[config.mk]
export PLATFORM = sky130hd
export DESIGN_NAME = vifd_decoder
export DESIGN_NICKNAME = d
export VERILOG_FILES = /design/src/include/vifd_pkg.sv /design/src/logic/vifd_decoder.sv /design/src/logic/vifd_lookahead.sv /design/src/logic/vifd_store_order.sv
export SDC_FILE = /design/constraint.sdc
export NUM_CORES = 1
export LEC_CHECK = 0
export BUFFER_PORTS_ARGS = -buffer_cell sky130_fd_sc_hd__buf_2
export CELL_PAD_IN_SITES_DETAIL_PLACEMENT = 0
export CELL_PAD_IN_SITES_GLOBAL_PLACEMENT = 1
export CORE_UTILIZATION = 43
export CTS_CLUSTER_DIAMETER = 30
export DETAILED_ROUTE_END_ITERATION = 16
export PLACE_DENSITY_LB_ADDON = 0.1
export SYNTH_ARGS = -nofsm -noshare
export SYNTH_HDL_FRONTEND = slang
export SYNTH_HIERARCHICAL = 1
export SYNTH_SLANG_ARGS = --single-unit
[constraint.sdc]
create_clock -name ref_clk -period 6.6 [get_ports ref_clk]
set_input_delay 0.66 -clock ref_clk [delete_from_list [all_inputs] [get_ports ref_clk]]
set_output_delay 0.66 -clock ref_clk [all_outputs]
set_load 0.02 [all_outputs]
[src/include/vifd_pkg.sv]
package vifd_pkg;
   localparam int ADDR_W = 32;
   localparam int LEN_W = 16;
   localparam int PAGE_SHIFT = 6;
   localparam int PAGE_W = LEN_W - PAGE_SHIFT;
   localparam logic [LEN_W:0] PAGE_SWORDS = 17'h00040;
   // byte designator positions, counted from the left
   localparam int POS_F = 0;
   localparam int POS_G = 8;
   localparam int POS_X = 16;
   localparam int POS_A = 24;
   localparam int POS_Y = 32;
   localparam int POS_B = 40;
   localparam int POS_Z = 48;
   localparam int POS_C = 56;
   localparam logic [7:0] FC_LONG_MIN = 8'h80;
   localparam logic [7:0] FC_LD12 = 8'h12;
   localparam logic [7:0] FC_ST13 = 8'h13;
   localparam logic [7:0] FC_BR32 = 8'h32;
   localparam logic [7:0] FC_BR33 = 8'h33;
   localparam logic [7:0] FC_LD5E = 8'h5E;
   localparam logic [7:0] FC_ST5F = 8'h5F;
   localparam logic [7:0] FC_LD7E = 8'h7E;
   localparam logic [7:0] FC_ST7F = 8'h7F;
   localparam logic [7:0] FC_XMIT78 = 8'h78;
   localparam logic [7:0] FC_SPV_LO = 8'hA0;
   localparam logic [7:0] FC_SPV_HI = 8'hAF;
   localparam logic [7:0] FC_CMPR_BC = 8'hBC;
   localparam logic [7:0] FC_CMPR_CF = 8'hCF;
   localparam logic [7:0] FC_TR_D7 = 8'hD7;
   localparam logic [7:0] FC_TR_EE = 8'hEE;
   localparam logic [7:0] FC_TR_F8 = 8'hF8;
   localparam logic [7:0] FC_TR_F9 = 8'hF9;
   localparam logic [7:0] MON_BRANCH_REG = 8'h04;
   localparam logic [1:0] HALVES_SHORT = 2'h1;
   localparam logic [1:0] HALVES_LONG = 2'h2;
   localparam logic [5:0] ALIGN_BYTE = 6'h07;
   localparam logic [5:0] ALIGN_HALF = 6'h1F;
   localparam logic [5:0] ALIGN_WORD = 6'h3F;
   localparam logic [ADDR_W:0] SMC_BEFORE = 33'h000000018;
   localparam logic [ADDR_W:0] SMC_AFTER = 33'h000000020;
   localparam logic [ADDR_W:0] SYNC_BEFORE = 33'h000000003;
   localparam logic [ADDR_W:0] SYNC_AFTER = 33'h000000004;
   typedef enum logic [3:0] {
      FMT_NONE = 4'h0, FMT_VEC = 4'h1, FMT_SPARSE = 4'h2, FMT_STRING = 4'h3,
      FMT_REG = 4'h4, FMT_BR32 = 4'h9, FMT_BR33 = 4'hB
   } vifd_fmt_e;
   typedef enum logic [1:0] {OS_BIT = 2'h0, OS_BYTE = 2'h1, OS_HALF = 2'h2, OS_WORD = 2'h3} vifd_osize_e;
   typedef enum logic [1:0] {SO_CLEAR = 2'h0, SO_PEND = 2'h1, SO_DRAIN = 2'h3} vifd_so_e;
   typedef struct packed {
      logic len64;
      logic [1:0] halves;
      vifd_fmt_e fmt;
      logic [7:0] func;
      logic [0:7] sub;
      logic [7:0] x, a, y, b, z, c, c_next;
      logic [7:0] src1, src2, dst;
   } vifd_fields_s;
   typedef struct packed {
      logic illegal, exch_monitor, mon_branch;
      logic [7:0] mon_reg;
      logic pair_odd, misaligned, smc_unhonoured;
   } vifd_exc_s;
   typedef struct packed {
      logic [ADDR_W-1:0] addr;
      vifd_osize_e size;
      logic packed_bcd;
      logic [LEN_W-1:0] bytes;
   } vifd_opnd_s;
   typedef struct packed {
      logic [LEN_W-1:0] pos, z_len, delim_pos;
      logic delim_seen, done;
   } vifd_res_s;
endpackage : vifd_pkg

[src/logic/vifd_decoder.sv]
`timescale 1ns/1ps
module vifd_decoder #(
   // which function codes are assigned; the default marks all as assigned
   parameter logic [255:0] LEGAL_MAP = {256{1'b1}},
   // long codes from here up use the string layout, below it the vector one except A0-AF, which use the sparse one
   parameter logic [7:0] STR_LO = 8'hC0
) (
   input logic ref_clk,
   input logic rst,
   input logic in_valid,
   input logic [0:63] in_word,
   input logic job_mode,
   input logic mem_ref,
   input logic br32_taken,
   input logic [vifd_pkg::ADDR_W-1:0] cur_addr,
   input logic mod_valid,
   input logic [vifd_pkg::ADDR_W-1:0] mod_addr,
   input logic store_done,
   input vifd_pkg::vifd_opnd_s opnd,
   input vifd_pkg::vifd_res_s res,
   output logic out_valid,
   output vifd_pkg::vifd_fields_s out_fields,
   output vifd_pkg::vifd_exc_s out_exc,
   output logic fetch_hold,
   output logic order_ok,
   output logic [vifd_pkg::LEN_W:0] digit_count,
   output logic probe,
   output logic [vifd_pkg::PAGE_W:0] probe_page,
   output logic [vifd_pkg::LEN_W-1:0] result_len
);
   import vifd_pkg::*;

   typedef struct packed {
      logic valid;
      vifd_fields_s f;
      vifd_exc_s e;
      logic hold;
      logic ok;
      logic [LEN_W:0] digits;
      logic probe;
      logic [PAGE_W:0] page;
      logic [LEN_W-1:0] rlen;
   } vifd_top_s;

   vifd_top_s s_reg, s_next;
   logic fence_next;
   logic sync_seen;
   logic [ADDR_W-1:0] sync_addr;
   logic la_probe;
   logic [PAGE_W:0] la_page;
   logic [LEN_W-1:0] la_rlen;
   logic [7:0] in_func;
   logic [ADDR_W:0] cur_x;
   logic [ADDR_W:0] mod_x;
   logic [ADDR_W:0] sync_x;

   // format number from the function code
   function automatic vifd_fmt_e fmt_of(input logic [7:0] fc);
      vifd_fmt_e r;
      r = FMT_REG;
      if (fc >= FC_LONG_MIN) begin
         if (fc >= FC_SPV_LO && fc <= FC_SPV_HI) begin
            r = FMT_SPARSE;
         end else if (fc >= STR_LO) begin
            r = FMT_STRING;
         end else begin
            r = FMT_VEC;
         end
      end else if (fc == FC_BR32) begin
         r = FMT_BR32;
      end else if (fc == FC_BR33) begin
         r = FMT_BR33;
      end
      return r;
   endfunction : fmt_of

   // byte designators; unused fields are left at zero
   function automatic vifd_fields_s fields_of(input logic [0:63] w);
      vifd_fields_s f;
      f = '0;
      f.func = w[POS_F +: 8];
      f.len64 = f.func >= FC_LONG_MIN;
      f.halves = f.len64 ? HALVES_LONG : HALVES_SHORT;
      f.fmt = fmt_of(f.func);
      f.sub = w[POS_G +: 8];
      f.x = w[POS_X +: 8];
      f.a = w[POS_A +: 8];
      // short words carry nothing past bit 31
      if (f.len64) begin
         f.y = w[POS_Y +: 8];
         f.b = w[POS_B +: 8];
         f.z = w[POS_Z +: 8];
         f.c = w[POS_C +: 8];
         f.c_next = f.c + 8'h01;
      end else begin
         f.src1 = w[POS_G +: 8];
         f.src2 = w[POS_X +: 8];
         f.dst = w[POS_A +: 8];
      end
      return f;
   endfunction : fields_of

   // leftmost bit address must be a multiple of the operand size
   function automatic logic misaligned_of(input vifd_opnd_s o);
      logic m;
      m = 1'b0;
      unique case (o.size)
         OS_BIT: m = 1'b0;
         OS_BYTE: m = |(o.addr[5:0] & ALIGN_BYTE);
         OS_HALF: m = |(o.addr[5:0] & ALIGN_HALF);
         OS_WORD: m = |(o.addr[5:0] & ALIGN_WORD);
      endcase
      return m;
   endfunction : misaligned_of

   assign in_func = in_word[POS_F +: 8];
   assign cur_x = {1'b0, cur_addr};
   assign mod_x = {1'b0, mod_addr};
   assign sync_x = {1'b0, sync_addr};

   // deferred store tracking and fetch fence
   vifd_store_order u_store (
      .ref_clk(ref_clk),
      .rst(rst),
      .issue(in_valid),
      .func(in_func),
      .src_reg(in_word[POS_G +: 8]),
      .dst_reg(in_word[POS_A +: 8]),
      .mem_ref(mem_ref),
      .br_taken(br32_taken),
      .cur_addr(cur_addr),
      .store_done(store_done),
      .fence_next(fence_next),
      .sync_seen(sync_seen),
      .sync_addr(sync_addr)
   );

   // result page lookahead for data-dependent lengths
   vifd_lookahead u_look (
      .ref_clk(ref_clk),
      .rst(rst),
      .issue(in_valid),
      .func(in_func),
      .res(res),
      .probe(la_probe),
      .probe_page(la_page),
      .result_len(la_rlen)
   );

   // decode presented word; fields and exceptions land on the next edge, probe and sync results one edge later
   always_comb begin
      s_next = s_reg;
      s_next.valid = in_valid;
      if (in_valid) begin
         s_next.f = fields_of(in_word);
         s_next.e = '0;
         s_next.e.illegal = !LEGAL_MAP[in_func];
         s_next.e.exch_monitor = !LEGAL_MAP[in_func] && job_mode;
         s_next.e.mon_branch = !LEGAL_MAP[in_func] && !job_mode;
         s_next.e.mon_reg = MON_BRANCH_REG;
         // an odd result register makes the offset pair meaningless
         s_next.e.pair_odd = fmt_of(in_func) == FMT_VEC && in_word[POS_C + 7];
         s_next.e.misaligned = misaligned_of(opnd);
         // a store this close may be missed by prefetched code
         s_next.e.smc_unhonoured = mod_valid
            && mod_x + SMC_BEFORE >= cur_x
            && mod_x <= cur_x + SMC_AFTER;
         // packed digits double the byte count
         s_next.digits = opnd.packed_bcd ? {opnd.bytes, 1'b0} : {1'b0, opnd.bytes};
      end
      // held fetch until the deferred stores are written
      s_next.hold = fence_next;
      // sync far enough from the modified code to count
      s_next.ok = sync_seen && mod_valid
         && (sync_x + SYNC_BEFORE <= mod_x || sync_x >= mod_x + SYNC_AFTER);
      s_next.probe = la_probe;
      s_next.page = la_page;
      s_next.rlen = la_rlen;
   end

   always_ff @(posedge ref_clk) begin
      if (rst) s_reg <= '0;
      else s_reg <= s_next;
   end

   // every output is a flip-flop of the state record
   assign out_valid = s_reg.valid;
   assign out_fields = s_reg.f;
   assign out_exc = s_reg.e;
   assign fetch_hold = s_reg.hold;
   assign order_ok = s_reg.ok;
   assign digit_count = s_reg.digits;
   assign probe = s_reg.probe;
   assign probe_page = s_reg.page;
   assign result_len = s_reg.rlen;
endmodule : vifd_decoder

[src/logic/vifd_lookahead.sv]
`timescale 1ns/1ps
module vifd_lookahead (
   input logic ref_clk,
   input logic rst,
   input logic issue,
   input logic [7:0] func,
   input vifd_pkg::vifd_res_s res,
   output logic probe,
   output logic [vifd_pkg::PAGE_W:0] probe_page,
   output logic [vifd_pkg::LEN_W-1:0] result_len
);
   import vifd_pkg::*;
   typedef struct packed {
      logic active, sparse, delim;
      logic [PAGE_W-1:0] page;
      logic probe;
      logic [PAGE_W:0] ppage;
      logic [LEN_W-1:0] rlen;
   } vifd_la_s;
   vifd_la_s s_reg, s_next;
   logic spv, trans, cls;
   logic [PAGE_W-1:0] cur_page;
   logic [LEN_W:0] next_start;

   // one page ahead of the result pointer
   always_comb begin
      s_next = s_reg;
      s_next.probe = 1'b0;
      spv = func >= FC_SPV_LO && func <= FC_SPV_HI;
      trans = func == FC_TR_D7 || func == FC_TR_EE || func == FC_TR_F8 || func == FC_TR_F9;
      cls = spv || trans || func == FC_CMPR_BC || func == FC_CMPR_CF;
      cur_page = res.pos[LEN_W-1:PAGE_SHIFT];
      next_start = {1'b0, cur_page + 1'b1, {PAGE_SHIFT{1'b0}}};
      if (issue && cls) begin
         s_next.active = 1'b1;
         s_next.sparse = spv;
         s_next.delim = trans;
         s_next.page = '0;
         s_next.rlen = spv ? res.z_len : '0;
         s_next.probe = !spv || {1'b0, res.z_len} > PAGE_SWORDS;
         s_next.ppage = {{PAGE_W{1'b0}}, 1'b1};
      end else if (s_reg.active) begin
         if (res.done) begin
            s_next.active = 1'b0;
         end else if (cur_page != s_reg.page) begin
            s_next.page = cur_page;
            s_next.ppage = {1'b0, cur_page} + 1'b1;
            s_next.probe = !s_reg.sparse || next_start < {1'b0, s_reg.rlen};
         end
         if (s_reg.delim && res.delim_seen) s_next.rlen = res.delim_pos;
      end
   end

   always_ff @(posedge ref_clk) begin
      if (rst) s_reg <= '0;
      else s_reg <= s_next;
   end

   assign probe = s_reg.probe;
   assign probe_page = s_reg.ppage;
   assign result_len = s_reg.rlen;
endmodule : vifd_lookahead

[src/logic/vifd_store_order.sv]
`timescale 1ns/1ps
module vifd_store_order (
   input logic ref_clk,
   input logic rst,
   input logic issue,
   input logic [7:0] func,
   input logic [7:0] src_reg,
   input logic [7:0] dst_reg,
   input logic mem_ref,
   input logic br_taken,
   input logic [vifd_pkg::ADDR_W-1:0] cur_addr,
   input logic store_done,
   output logic fence_next,
   output logic sync_seen,
   output logic [vifd_pkg::ADDR_W-1:0] sync_addr
);
   import vifd_pkg::*;
   typedef struct packed {
      vifd_so_e st;
      logic last_load;
      logic [7:0] load_dst;
      logic seen;
      logic [ADDR_W-1:0] addr;
   } vifd_so_s;
   vifd_so_s s_reg, s_next;
   logic defer, exempt, is_load, sync;

   // classify and track deferred stores
   always_comb begin
      s_next = s_reg;
      is_load = func == FC_LD12 || func == FC_LD5E || func == FC_LD7E;
      defer = issue && (func == FC_ST13 || func == FC_ST5F || func == FC_ST7F);
      exempt = is_load || defer || func == FC_ST13 || func == FC_BR32;
      sync = issue && ((mem_ref && !exempt)
         || (func == FC_BR32 && br_taken)
         || (func == FC_XMIT78 && s_reg.last_load && src_reg == s_reg.load_dst));
      if (issue) begin
         s_next.last_load = is_load;
         s_next.load_dst = dst_reg;
      end
      // a new deferred store forgets older syncs
      if (defer) begin
         s_next.seen = 1'b0;
      end
      if (sync) begin
         s_next.seen = 1'b1;
         s_next.addr = cur_addr;
      end
      unique case (s_reg.st)
         SO_CLEAR: begin
            if (defer) s_next.st = SO_PEND;
         end
         SO_PEND: begin
            if (sync) s_next.st = SO_DRAIN;
         end
         SO_DRAIN: begin
            if (store_done) s_next.st = defer ? SO_PEND : SO_CLEAR; // a fresh store is not lost
         end
         default: s_next.st = SO_CLEAR;
      endcase
      fence_next = s_next.st == SO_DRAIN;
   end

   always_ff @(posedge ref_clk) begin
      if (rst) s_reg <= '0;
      else s_reg <= s_next;
   end

   assign sync_seen = s_reg.seen;
   assign sync_addr = s_reg.addr;
endmodule : vifd_store_order

Word-level counts from Yosys, hierarchy flattened
Memory sizes are Yosys's and may differ from the RTL's.
Index checks and enable logic that the tools add are counted.

storage, ports and cells
  logic and storage cells = 166
  input bits = 237
  output and inout port bits = 165
  flip-flop bits (word level) = 235
  memory bits (read-only) = 256
  latch bits = 0
  RAM bits = 0
  memories = 1

memory list
  name             words  bits a word  rd ports  clocked after memory_dff  write ports  line                 RTL
  (no name shown)  256    1            1         0                         0            vifd_decoder.sv:159  s_next.e.mon_branch = !LEGAL_MAP[in_func] && !job_mode;

operators by class
  reductions and logical operators = 52
  $add $sub $neg = 7
  div/mod/pow operators = 0
  multiply operators = 0
  magnitude comparators = 11
  muxes and demuxes = 28
  eq/ne operators = 25
  bitwise gates (word level) = 1
  shift-type cells = 0

operators by type and width
  cell                   number
  $mux 28                2
  $eq 8x8->1 const B     6
  $eq 8x7->1 const B     5
  $mux 40                1
  $add 32x2->33 const B  1
  $add 32x3->33 const B  1
  $add 32x5->33 const B  1
  $add 32x6->33 const B  1
  $ge 32x33->1           1
  $ge 33x32->1           1
  $le 32x33->1           1
  $le 33x32->1           1
  $mux 33                1
  $mux 16                2
  $ge 8x8->1 const B     3
  $mux 12                2
  $mux 24                1
  $logic_or 1x1->1       18
  $mux 17                1
  $eq 8x5->1 const B     2
  $eq 8x6->1 const B     2
  $gt 16x7->1 const B    1
  $logic_and 1x1->1      16
  $lt 16x16->1           1
  26 further kinds       52

Depth between registers and ports, before layout
Gate-level depths: netlist of run 1.

  depth in word-level cells = 15
  depth in mapped cells = 18
  depth with buffers taken out = 17

Hierarchy
The synthesis of run 1 kept the hierarchy.

modules (own cells, without submodules)
  module            seq. area each (µm²)  times used  cells each  area an instance (µm²)
  vifd_decoder      3083.0                1           1243        10357.4
  vifd_lookahead    820.8                 1           283         2493.6
  vifd_store_order  880.8                 1           240         2308.5

Worst setup path after synthesis of run 1
No wires, ideal clock.

  path type = input to register
  start = input mod_addr[4] (netlist bit)
  end = register s_reg, in the netlist out_exc[0]
  buffers on the path = 2
  arrival time = 3.640 ns
  path slack = 2.901 ns
  required time = 6.541 ns
  stages = 16
  setup time = 0.059 ns
  cell sequence = clkbuf_1 inv_1 ha_1 nor3_1 and2_0 clkbuf_1 nand3_1 xnor2_1 ha_1 nand4_1 or2_2 nor4_1 a21boi_0 o31ai_1 o2111ai_1 o211a_1

on the way
  longest elaborated chain between the ends = 4
  elaborated cells between the ends (all ways) = 5
  classes of those cells = 1 x add/sub; 2 x order compare; 2 x reduce/logical

RTL lines
  what                    line                 RTL
  start: declaration      vifd_decoder.sv:17   input logic [vifd_pkg::ADDR_W-1:0] mod_addr,
  $add 32x5->33           vifd_decoder.sv:166  && mod_x + SMC_BEFORE >= cur_x
  $ge 33x32->1            vifd_decoder.sv:166
  $logic_and 1x1->1       vifd_decoder.sv:166
  $logic_and 1x1->1 (*)   vifd_decoder.sv:167  && mod_x <= cur_x + SMC_AFTER;
  end signal: assignment  vifd_decoder.sv:183  else s_reg <= s_next;
  end: declaration        vifd_decoder.sv:45   vifd_top_s s_reg, s_next;

Every way passes the cells marked *; elsewhere a longest branch is shown, timed or not.
A chain may end at the register's enable or synchronous reset.

Final worst setup path of run 1
  start = register u_store.s_reg, in the netlist u_store/sync_addr[0]
  end = register s_reg, in the netlist order_ok

on the way
  longest elaborated chain between the ends = 4
  elaborated cells between the ends (all ways) = 5
  classes of those cells = 1 x add/sub; 2 x order compare; 2 x reduce/logical

RTL lines
  what                      line                    RTL
  start: declaration        vifd_store_order.sv:25  vifd_so_s s_reg, s_next;
  start signal: assignment  vifd_store_order.sv:66  else s_reg <= s_next;
  $add 32x2->33             vifd_decoder.sv:175     && (sync_x + SYNC_BEFORE <= mod_x || sync_x >= mod_x + SYNC_AFTER);
  $le 33x32->1              vifd_decoder.sv:175
  $logic_or 1x1->1 (*)      vifd_decoder.sv:175
  $logic_and 1x1->1 (*)     vifd_decoder.sv:175

Marks and branches as above.

==> summary.txt, run 1 <==
Clocking
  – Clk sink count: 239
  – Post-CTS Hold Buffers: 0
  – H-tree depth reported by CTS: 2
  – Reg clk slew, reported paths: 0.05 ns
  – Max clock buf depth: 3
  – Post-CTS Setup Inserts: 0
  – Latest clock arrival within the worst-skew pair: 0.61 ns
  – CTS buffer count: 61
  – Root Driver: clkbuf_16
  – Post-CTS Resized: 0
  – TritonCTS clock tree: done

STA
  – Pins over their slew limit: 0
  – Slew HR: 0.370
  – Setup violations, final: 0
  – Final hold viol count: 0
  – Min cycle time layout: ~4.3 ns
  – Slew @ Worst Pin: roughly 0.95 ns
  – RSZ-0062 raised after global routing: false
  – Final Cycle Share: 0.645
  – Fmax: 0.235 GHz
  – Clock Skew: 0.0350 ns
  – Sum of negative setup slack: 0 ns
  – Final hold slack: 0.295 ns

Floorplan
  – Die Y: 190 um
  – I/O pins: 402
  – Starting Density: 0.438
  – Die area: approximately 0.036 sq mm
  – Row count: 68
  – Core area: ~0.035 sq mm
  – Die width: 190 um

Logic synthesis
  – Mapped Area: 0.0152 sq mm
  – Seq/Total Area, Yosys: 0.316
  – Mapped Cells: 1766
  – Synth warn: 6
  – Prevailing post-synth register cell: dfxtp_1
  – Distinct cells, synth: 79
  – Post-synth top area cell: dfxtp_1
  – Synth top area share: 0.316
  – Mean post-synth cell area: 8.58 sq um
  – Async SR Flop Fraction: 0
  – Synth top cells by count: dfxtp_1 (239), nor2_1 (215), ha_1 (142)
  – Count leader, synth: dfxtp_1
  – Post-synth EDFFs: 0
  – Synthesis-stage register bit count: approximately 240
  – Area contributors post-synth: dfxtp_1 (32%), ha_1 (12%), mux2i_1 (6.9%), xnor2_1 (6.5%), nor2_1 (5.3%)

Status
  – Status: finished, final reports clean

Global route
  – Tot GR Track Use: 0.246
  – Antenna violations before repair: 9
  – First-pass GRT wire length: 70.1 mm
  – GR Overflow Total: 0
  – Largest net degree at the start of global routing: ~100
  – Vias in the first global route: 13200

Pwr
  – PD cells: 293 mW/mm^2
  – Max IR drop VDD: around 0.25 mV
  – Leakage: 0.00883 uW

Final layout
  – Final nets: 2436
  – Share of cells above drive strength 1: 0.239
  – Non-filler cells, final: approximately 2600
  – Area Growth Syn to Fin: 25.8%
  – Largest register FFs: 102

Routing
  – WL final: between 40 and 50 mm
  – DR vias/cell: ~5.3
  – Post-route ant nets: 0
  – DRC errors left: 0
  – First drt pass iteration count: 5
  – Drt wl/cell: 17.7 um
  – DR iter-0 viols: 643
  – Vias: 13500

Worst setup path
  – WS Path Type: register to register
  – Crit path required time: 7.08 ns
  – Critical path fanouts, max: 6
  – Worst Path Arrival: around 4.7 ns
  – Setup crit end kind: register
  – Type of origin of the critical path: register

Job
  – Max_cap viols: 0

Placed design
  – PortBufs: around 360
  – Final HPWL DP: 33.9 mm
  – Placed Instances: 2449
  – RD Place Congestion: 0.904

Min path
  – Worst hold path class: input port to register
logic make-up after synthesis:
logic type,synth area share
fa+ha+maj,0.117
simple gates,0.205
other cells,0.000247
mux,0.0687
flops,0.316
buf+inv,0.0829
compound gates,0.128
xor+xnor,0.0820
where the power goes:
part           internal [uW]  switching, uW  leakage, uW
Sequential              1510           52.2      0.00195
Combinational            280            410      0.00576
Clock                   2390            938      0.00112
path summary, 6_finish.rpt:
check,start,endpoint,slack (ns),cells after the start
min reg2reg,u_look/probe,probe,0.44,1
min,in_word[41],out_fields[54],0.30,3
max,u_store/sync_addr[0],order_ok,2.34,16
max reg2reg,u_store/sync_addr[0],order_ok,2.34,16
layout make-up:
class,instances,area (sq um)
Sequential cell,239,4780
Timing Repair Buffer,365,1850
Multi-Input combinational cell,1297,9180
Antenna cell,4,10.0
Fill cell,3313,15600
Clock inverter,36,669
Tap cell,455,569
Inverter,93,349
Clock buffer,77,1660
critical path: stages (launching register included):
cell and delay (ns):
dfxtp_1 0.42, inv_1 0.09, ha_1 0.26, nand2b_1 0.19, nor4_1 0.47, nand2_1 0.19, nor3_1 0.33, nand2_1 0.12
xnor2_1 0.14, ha_1 0.31, nand2_1 0.08, nor2_1 0.04, a211o_1 0.27, or4_4 0.53, a2111oi_2 0.34, o21ai_1 0.11
a211oi_1 0.24
layout by cell type (no fill, tap or decap), types with 5 or more instances in the layout:
cell        Yosys  layout
buf_2           6     356
dfxtp_1       239     239
nor2_1        215     215
ha_1          142     142
xnor2_1       112     112
nand2_1       104     104
mux2i_1       104     104
inv_1          92      92
nand2b_1       72      72
a21oi_1        72      72
clkbuf_16       0      61
nand3_1        58      58
a22oi_1        47      47
nand4_1        44      44
nor2b_1        36      36
o21ai_0        33      33
xor2_1         30      30
a21o_1         24      24
a211oi_1       23      23
nor3_1         21      21
nor4_1         18      18
bufinv_16       0      16
conb_1          1      10
a221oi_2       10      10
clkbuf_1       55       9
and3_1          8       8
a221oi_1        8       8
clkinv_2        0       8
buf_4          72       8
and4_1          7       7
o21a_1          7       7
clkbuf_8        0       7
a211o_1         5       5
o211ai_1        5       5
clkinvlp_4      0       5
metrics by stage:
stage	power [uW]	setup WS, ns	area, sq um	util
6_report	5580	2.34	19100	0.551
5_1_grt	5800	1.90	19100	0.550
4_1_cts	5640	2.28	19100	0.550
3_5_place_dp	2280	1.88	16700	0.483
3_3_place_gp	2270	1.92	16700	0.483
2_1_floorplan	2050	2.90	15200	-
metal layers:
layer | vias up | GRT usage | wire length [um]
li1 | 6698 | - | -
met1 | 6328 | 0.285 | 18800
met2 | 343 | 0.432 | 22500
met3 | 93 | 0.0603 | 2530
met4 | 10 | 0.102 | 1530
met5 | - | 0 | 63
(Power assumes the default switching activity.)
==> run 2: changes to the inputs <==
--- a/config.mk
+++ b/config.mk
@@ -8,7 +8,7 @@
 export BUFFER_PORTS_ARGS = -buffer_cell sky130_fd_sc_hd__buf_2
 export CELL_PAD_IN_SITES_DETAIL_PLACEMENT = 0
 export CELL_PAD_IN_SITES_GLOBAL_PLACEMENT = 1
-export CORE_UTILIZATION = 43
+export CORE_UTILIZATION = 36
 export CTS_CLUSTER_DIAMETER = 30
 export DETAILED_ROUTE_END_ITERATION = 16
 export PLACE_DENSITY_LB_ADDON = 0.1
==> constraint.sdc (replaced) <==
create_clock -name ref_clk -period 3.7 [get_ports ref_clk]
set_input_delay 0.37 -clock ref_clk [delete_from_list [all_inputs] [get_ports ref_clk]]
set_output_delay 0.37 -clock ref_clk [all_outputs]
set_load 0.02 [all_outputs]
==> run 2 against run 1 <==
Net effect: combinational power up 97%; setup slack worse by 2.2 ns; register-to-register slack worse by 2.2 ns; via count up 2.6%; clock-buffer cell count up 9.
==> summary.txt, run 2 (same netlist as run 1, synthesis figures left out) <==
Placed design
  – Final HPWL DP: 38.0 mm
  – PortBufs: 358
  – Placed inst area: 0.0176 sq mm
  – RD Place Congestion: 0.891

Floorplan
  – I/O pins: 402
  – Die area: 0.0429 sq mm
  – Core area: 0.0412 sq mm
  – Die Y: 207 um
  – Starting Density: 0.368
  – Die width: 207 um
  – Row count: 74

Final layout
  – Most frequent cells in the layout: buf_2 (356), dfxtp_1 (239), nor2_1 (214)
  – Final instance area: about 0.020 sq mm
  – Largest register FFs: 102
  – Area Growth Syn to Fin: 33.7%
  – Final nets: 2551
  – Share of cells above drive strength 1: 0.286
  – Fin util: 0.492
  – Leading cell type in the layout, fill and taps excluded: buf_2
  – FILL cells: 4047

Worst setup path
  – CP peak stage delay: 0.57 ns
  – Buffers and inverters on the worst path: 1
  – WS Path Type: register to register
  – Setup crit end kind: register
  – Crit path required time: 4.18 ns
  – Reg-to-reg slack, setup: 0.15 ns
  – Cells along the critical path: buf_4, o21ai_1, nor4_4, and2_2, nand2_1, or3_1, xnor2_1, ha_1, nand2_1, nor2_1, a211o_1, or4_4, o311ai_4, o21ai_1, a211oi_1
  – Worst Path Arrival: 4.03 ns
  – Critical path fanouts, max: 5
  – Cell family with most CP delay: simple AND/OR/NAND/NOR gates
  – Slowest cell on crit path: or4_4
  – Type of origin of the critical path: register

Global route
  – M3 GR Usage: 0.0644
  – GR Overflow Total: 0
  – Met1 GRT Util: 0.277
  – Most Crowded Layer GR: met2
  – Antenna violations before repair: 13
  – Tot GR Track Use: 0.229
  – Largest net degree at the start of global routing: 165
  – First-pass GRT wire length: between 70 and 80 mm
  – M2 GR Usage: 0.391
  – Vias in the first global route: about 14000

Clocking
  – TritonCTS clock tree: done
  – Post-CTS Hold Buffers: 0
  – CTS buffer count: 67
  – Root Driver: clkbuf_16
  – H-tree depth reported by CTS: 3
  – Latest clock arrival within the worst-skew pair: 0.57 ns
  – Clk sink count: 239
  – Max clock buf depth: 3
  – Reg clk slew, reported paths: roughly 0.040 ns

Routing
  – Drt wl/cell: 18.1 um
  – DRC errors left: 0
  – Vias: 13800
  – DR vias/cell: 5.01
  – First drt pass iteration count: 5
  – Post-route ant nets: 0
  – DR iter-0 viols: 725
  – WL final: 49.9 mm

Pwr
  – Max IR drop VDD: 0.359 mV
  – Leakage: ~0.0095 uW
  – Total Power: approximately 10000 uW
  – PD cells: around 510 mW/mm^2

STA
  – Min cycle time layout: 3.55 ns
  – Clock Skew: approximately 0.025 ns
  – Fmax: 0.282 GHz
  – Pins over their slew limit: 0
  – RSZ-0062 raised after global routing: false
  – Slew @ Worst Pin: 0.733 ns
  – Final Cycle Share: 0.959
  – Setup violations, final: 0
  – Slew HR: 0.511
  – Final hold viol count: 0

Job
  – Max_cap viols: 0

Status
  – Status: finished, final reports clean

Min path
  – Worst hold path class: input port to register
## run 2: changes by cell type in the layout (fill, tap and decap cells not counted), sizes merged
cell      previous run  this run
clkbuf              77        87
inv                 94        96
clkinvlp             5         6
clkinv              14        13
buf                365       473
bufinv              16        13
## run 2: stage by stage
stage / std cells / TNS (ns) / hold slack [ns] / setup WS, ns
after floorplan: 1775 / 0 / 0.414 / 0.0162
after global placement: 2632 / -0.627 / 0.444 / -0.469
after detailed placement: 2632 / -0.696 / 0.451 / -0.444
after CTS: 2754 / 0 / 0.0219 / 0.0172
after global routing: 2758 / 0 / 0.0348 / 0.00198
final: 2760 / 0 / 0.0497 / 0.151
## run 2: worst register-to-register path, stage by stage, from the launching register on
cell      delay (ns)
dfxtp_1         0.33
buf_4           0.14
o21ai_1         0.15
nor4_4          0.28
and2_2          0.21
nand2_1         0.06
or3_1           0.36
xnor2_1         0.15
ha_1            0.30
nand2_1         0.07
nor2_1          0.04
a211o_1         0.28
or4_4           0.57
o311ai_4        0.23
o21ai_1         0.10
a211oi_1        0.21
## run 2: cell type report
cell class                      instances  area (sq um)  share of cell area
Multi-Input combinational cell       1297          9300               0.459
Sequential cell                       239          4780               0.236
Timing Repair Buffer                  474          2690               0.133
Clock buffer                           86          1910              0.0943
Tap cell                              532           666              0.0328
Clock inverter                         35           561              0.0277
Inverter                               93           349              0.0172
Antenna cell                            4          10.0            0.000494
## run 2: report_power, final
part,internal [uW],total (uW),leakage (uW),switching [uW]
sequential,2700,2770,0.00195,66.5
combinational,563,1360,0.00637,801
clock,4530,6290,0.00120,1760
## run 2: routing by layer
layer,vias to the layer above,routed length [um],part of all wire
li1,6936,-,-
met2,337,24100,0.48
met1,6446,21500,0.43
met3,85,2930,0.059
met4,16,1170,0.024
met5,-,111,0.0022
## run 2: final timing paths
check / startpoint / endpoint / cells after the start
hold / removal: in_word[52] / out_fields[43] / 3
setup / recovery: u_store/sync_addr[0] / order_ok / 15
setup reg to reg: u_store/sync_addr[0] / order_ok / 15
hold reg to reg: u_look/result_len[6] / result_len[6] / 1
## run 2: repair_timing
action	in CTS	in global routing
setup buffers	1	2
gates resized for setup	13	10
pin swaps	4	10
setup endpoints to repair	1	2
==> run 3: changes to the inputs <==
--- a/config.mk
+++ b/config.mk
@@ -11,7 +11,9 @@
 export CORE_UTILIZATION = 36
 export CTS_CLUSTER_DIAMETER = 30
 export DETAILED_ROUTE_END_ITERATION = 16
+export GPL_TIMING_DRIVEN = 0
 export PLACE_DENSITY_LB_ADDON = 0.1
+export RECOVER_POWER = 100
 export SYNTH_ARGS = -nofsm -noshare
 export SYNTH_HDL_FRONTEND = slang
 export SYNTH_HIERARCHICAL = 1
==> run 3 against run 2 <==
Net effect: the run now ends with negative setup slack left; sequential cell count unchanged; final cell count increased by 1.4%; final area decreased by 0.17%; sequential share of layout area increased by 0.053 points; power increased by 0.27%; core utilization decreased by 0.085 points; clock power about the same; via count increased by 2.0%; register-to-register slack got worse by 0.26 ns; clock skew decreased by 0.011 ns; routed wire length increased by 4.7%; critical path depth unchanged; critical path type unchanged; largest cell class unchanged.
==> summary.txt, run 3 (same netlist as run 1, synthesis figures left out) <==
Min path
  – Worst hold path class: input port to register
  – Hold path start: in_word[54]

Floorplan
  – Starting Density: 0.368
  – Die width: roughly 210 um
  – Core area: between 0.04 and 0.05 sq mm
  – Row count: 74
  – I/O pins: between 400 and 500
  – Die area: 0.0429 sq mm
  – Die Y: 207 um

STA
  – Final Cycle Share: 1.03
  – Fmax: 0.262 GHz
  – Slew @ Worst Pin: 0.917 ns
  – Final hold viol count: 0
  – Setup ws final: -0.113 ns
  – Setup violations, final: 1
  – Min cycle time layout: 3.81 ns
  – Pins over their slew limit: 0
  – Slew HR: 0.389
  – Final hold slack: between 0.02 and 0.025 ns
  – RSZ-0062 raised after global routing: true
  – Clock Skew: 0.0143 ns

Pwr
  – Total Power: approximately 10000 uW
  – Leakage: 0.00891 uW
  – Max IR drop VDD: about 0.4 mV
  – PD cells: roughly 520 mW/mm^2

Placed design
  – PortBufs: 356
  – Final HPWL DP: 41.0 mm
  – Placed Instances: approximately 2700
  – RD Place Congestion: 0.900

Final layout
  – Leading cell type in the layout, fill and taps excluded: dfxtp_1
  – Largest register FFs: 102
  – Fin util: 0.491
  – Most frequent cells in the layout: dfxtp_1 (237), clkbuf_1 (234), nor2_1 (212)
  – FILL cells: 4157
  – Final nets: 2592
  – Seq. cell area: about 0.0048 sq mm
  – Share of cells above drive strength 1: 0.201
  – Multi-input gate area: 0.00941 sq mm
  – Non-filler cells, final: 2800
  – Area Growth Syn to Fin: 33.5%

Routing
  – WL final: ~52 mm
  – Met1 Wirelength: 22.6 mm
  – DR vias/cell: 5.03
  – Post-route ant nets: 0
  – First drt pass iteration count: 7
  – Vias: 14100
  – DR WL met2: between 20 and 30 mm
  – DR WL met3: 3.00 mm
  – Highest Signal Layer: met5
  – Drt wl/cell: between 15 and 20 um
  – DR iter-0 viols: 714
  – DRC errors left: 0

Worst setup path
  – Cells along the critical path: buf_4, nand4_1, nor4_4, and2_4, nand2_1, or3_4, xnor2_1, ha_1, nand2_1, nor2_1, a211o_1, or4_4, a2111oi_4, o21ai_2, a211oi_2
  – Setup crit end kind: register
  – CP peak stage delay: 0.57 ns
  – Crit path required time: 4.17 ns
  – Critical path fanouts, max: 6
  – Type of origin of the critical path: register
  – Top cell by count, worst path: nand2_1
  – Reg2reg start: u_store/sync_addr[7]
  – WS Path Type: register to register
  – Worst Path Arrival: between 4 and 5 ns
  – Crit. Startpoint: u_store/sync_addr[7]
  – Slowest cell on crit path: or4_4

Clocking
  – Reg clk slew, reported paths: ~0.040 ns
  – Clk sink count: approximately 240
  – Root Driver: clkbuf_16
  – TritonCTS clock tree: done
  – Max clock buf depth: 3
  – CTS buffer count: 70
  – Latest clock arrival within the worst-skew pair: approximately 0.60 ns
  – H-tree depth reported by CTS: 3

Global route
  – Antenna violations before repair: 14
  – Tot GR Track Use: 0.242
  – GR Overflow Total: 0
  – Vias in the first global route: 14300
  – First-pass GRT wire length: 80.8 mm
  – Largest net degree at the start of global routing: 13

Status
  – Violated checks: negative setup slack
  – Status: finished with violations

Job
  – Max_cap viols: 0
run 3: critical path: cells and delay by family, from the launching register on:
family	cells	cell delay, ns
AND/OR/NAND/NOR	8	1.85
AO/OA/AOI/OAI	4	0.93
flip-flops	1	0.32
adder cells (fa/ha/maj)	1	0.29
buffers and inverters	1	0.15
XOR/XNOR	1	0.14
run 3: what timing repair did:
item                                    in CTS  in global routing
endpoints found under the hold margin        2                  0
setup buffers                                9                  0
endpoints found under the setup margin       2                  2
pin swaps                                   17                  7
gates resized for setup                     38                 19
hold buffers                                 2                  0
run 3: stage by stage:
| stage | setup TNS [ns] | area [sq um] | setup slack [ns] |
|---|---|---|---|
| floorplan | 0 | 15200 | 0.0162 |
| global placement | -2.39 | 17600 | -1.31 |
| detailed placement | -2.33 | 17600 | -1.31 |
| CTS | -0.182 | 20400 | -0.182 |
| global route | -0.263 | 20200 | -0.253 |
| finish | -0.113 | 20200 | -0.113 |
run 3: worst paths after layout:
path / end / slack (ns) / cells past startpoint
worst max-delay path: order_ok / -0.11 / 15
worst min-delay path: out_fields[41] / 0.02 / 3
worst max register to register: order_ok / -0.11 / 15
worst min register to register: out_fields[79] / 0.46 / 2
run 3: cell type report:
cell class / instances / area share
well taps: 532 / 0.0329
inverters: 93 / 0.0175
plain buffers: 145 / 0.0419
diodes: 5 / 0.000618
multi-input cells: 1297 / 0.465
clock inverters: 28 / 0.0246
repair buffers: 367 / 0.0826
clock buffers: 94 / 0.0981
flip-flops and latches: 239 / 0.237
run 3: report_power, final:
group | switching (uW) | internal, uW
logic | 838 | 552
registers | 59.4 | 2700
clock network | 1800 | 4490
run 3: layer usage:
| layer | track usage | vias to the layer above |
|---|---|---|
| li1 | - | 7014 |
| met1 | 0.287 | 6632 |
| met2 | 0.413 | 325 |
| met3 | 0.0684 | 102 |
| met4 | 0.0870 | 18 |
| met5 | 0 | - |
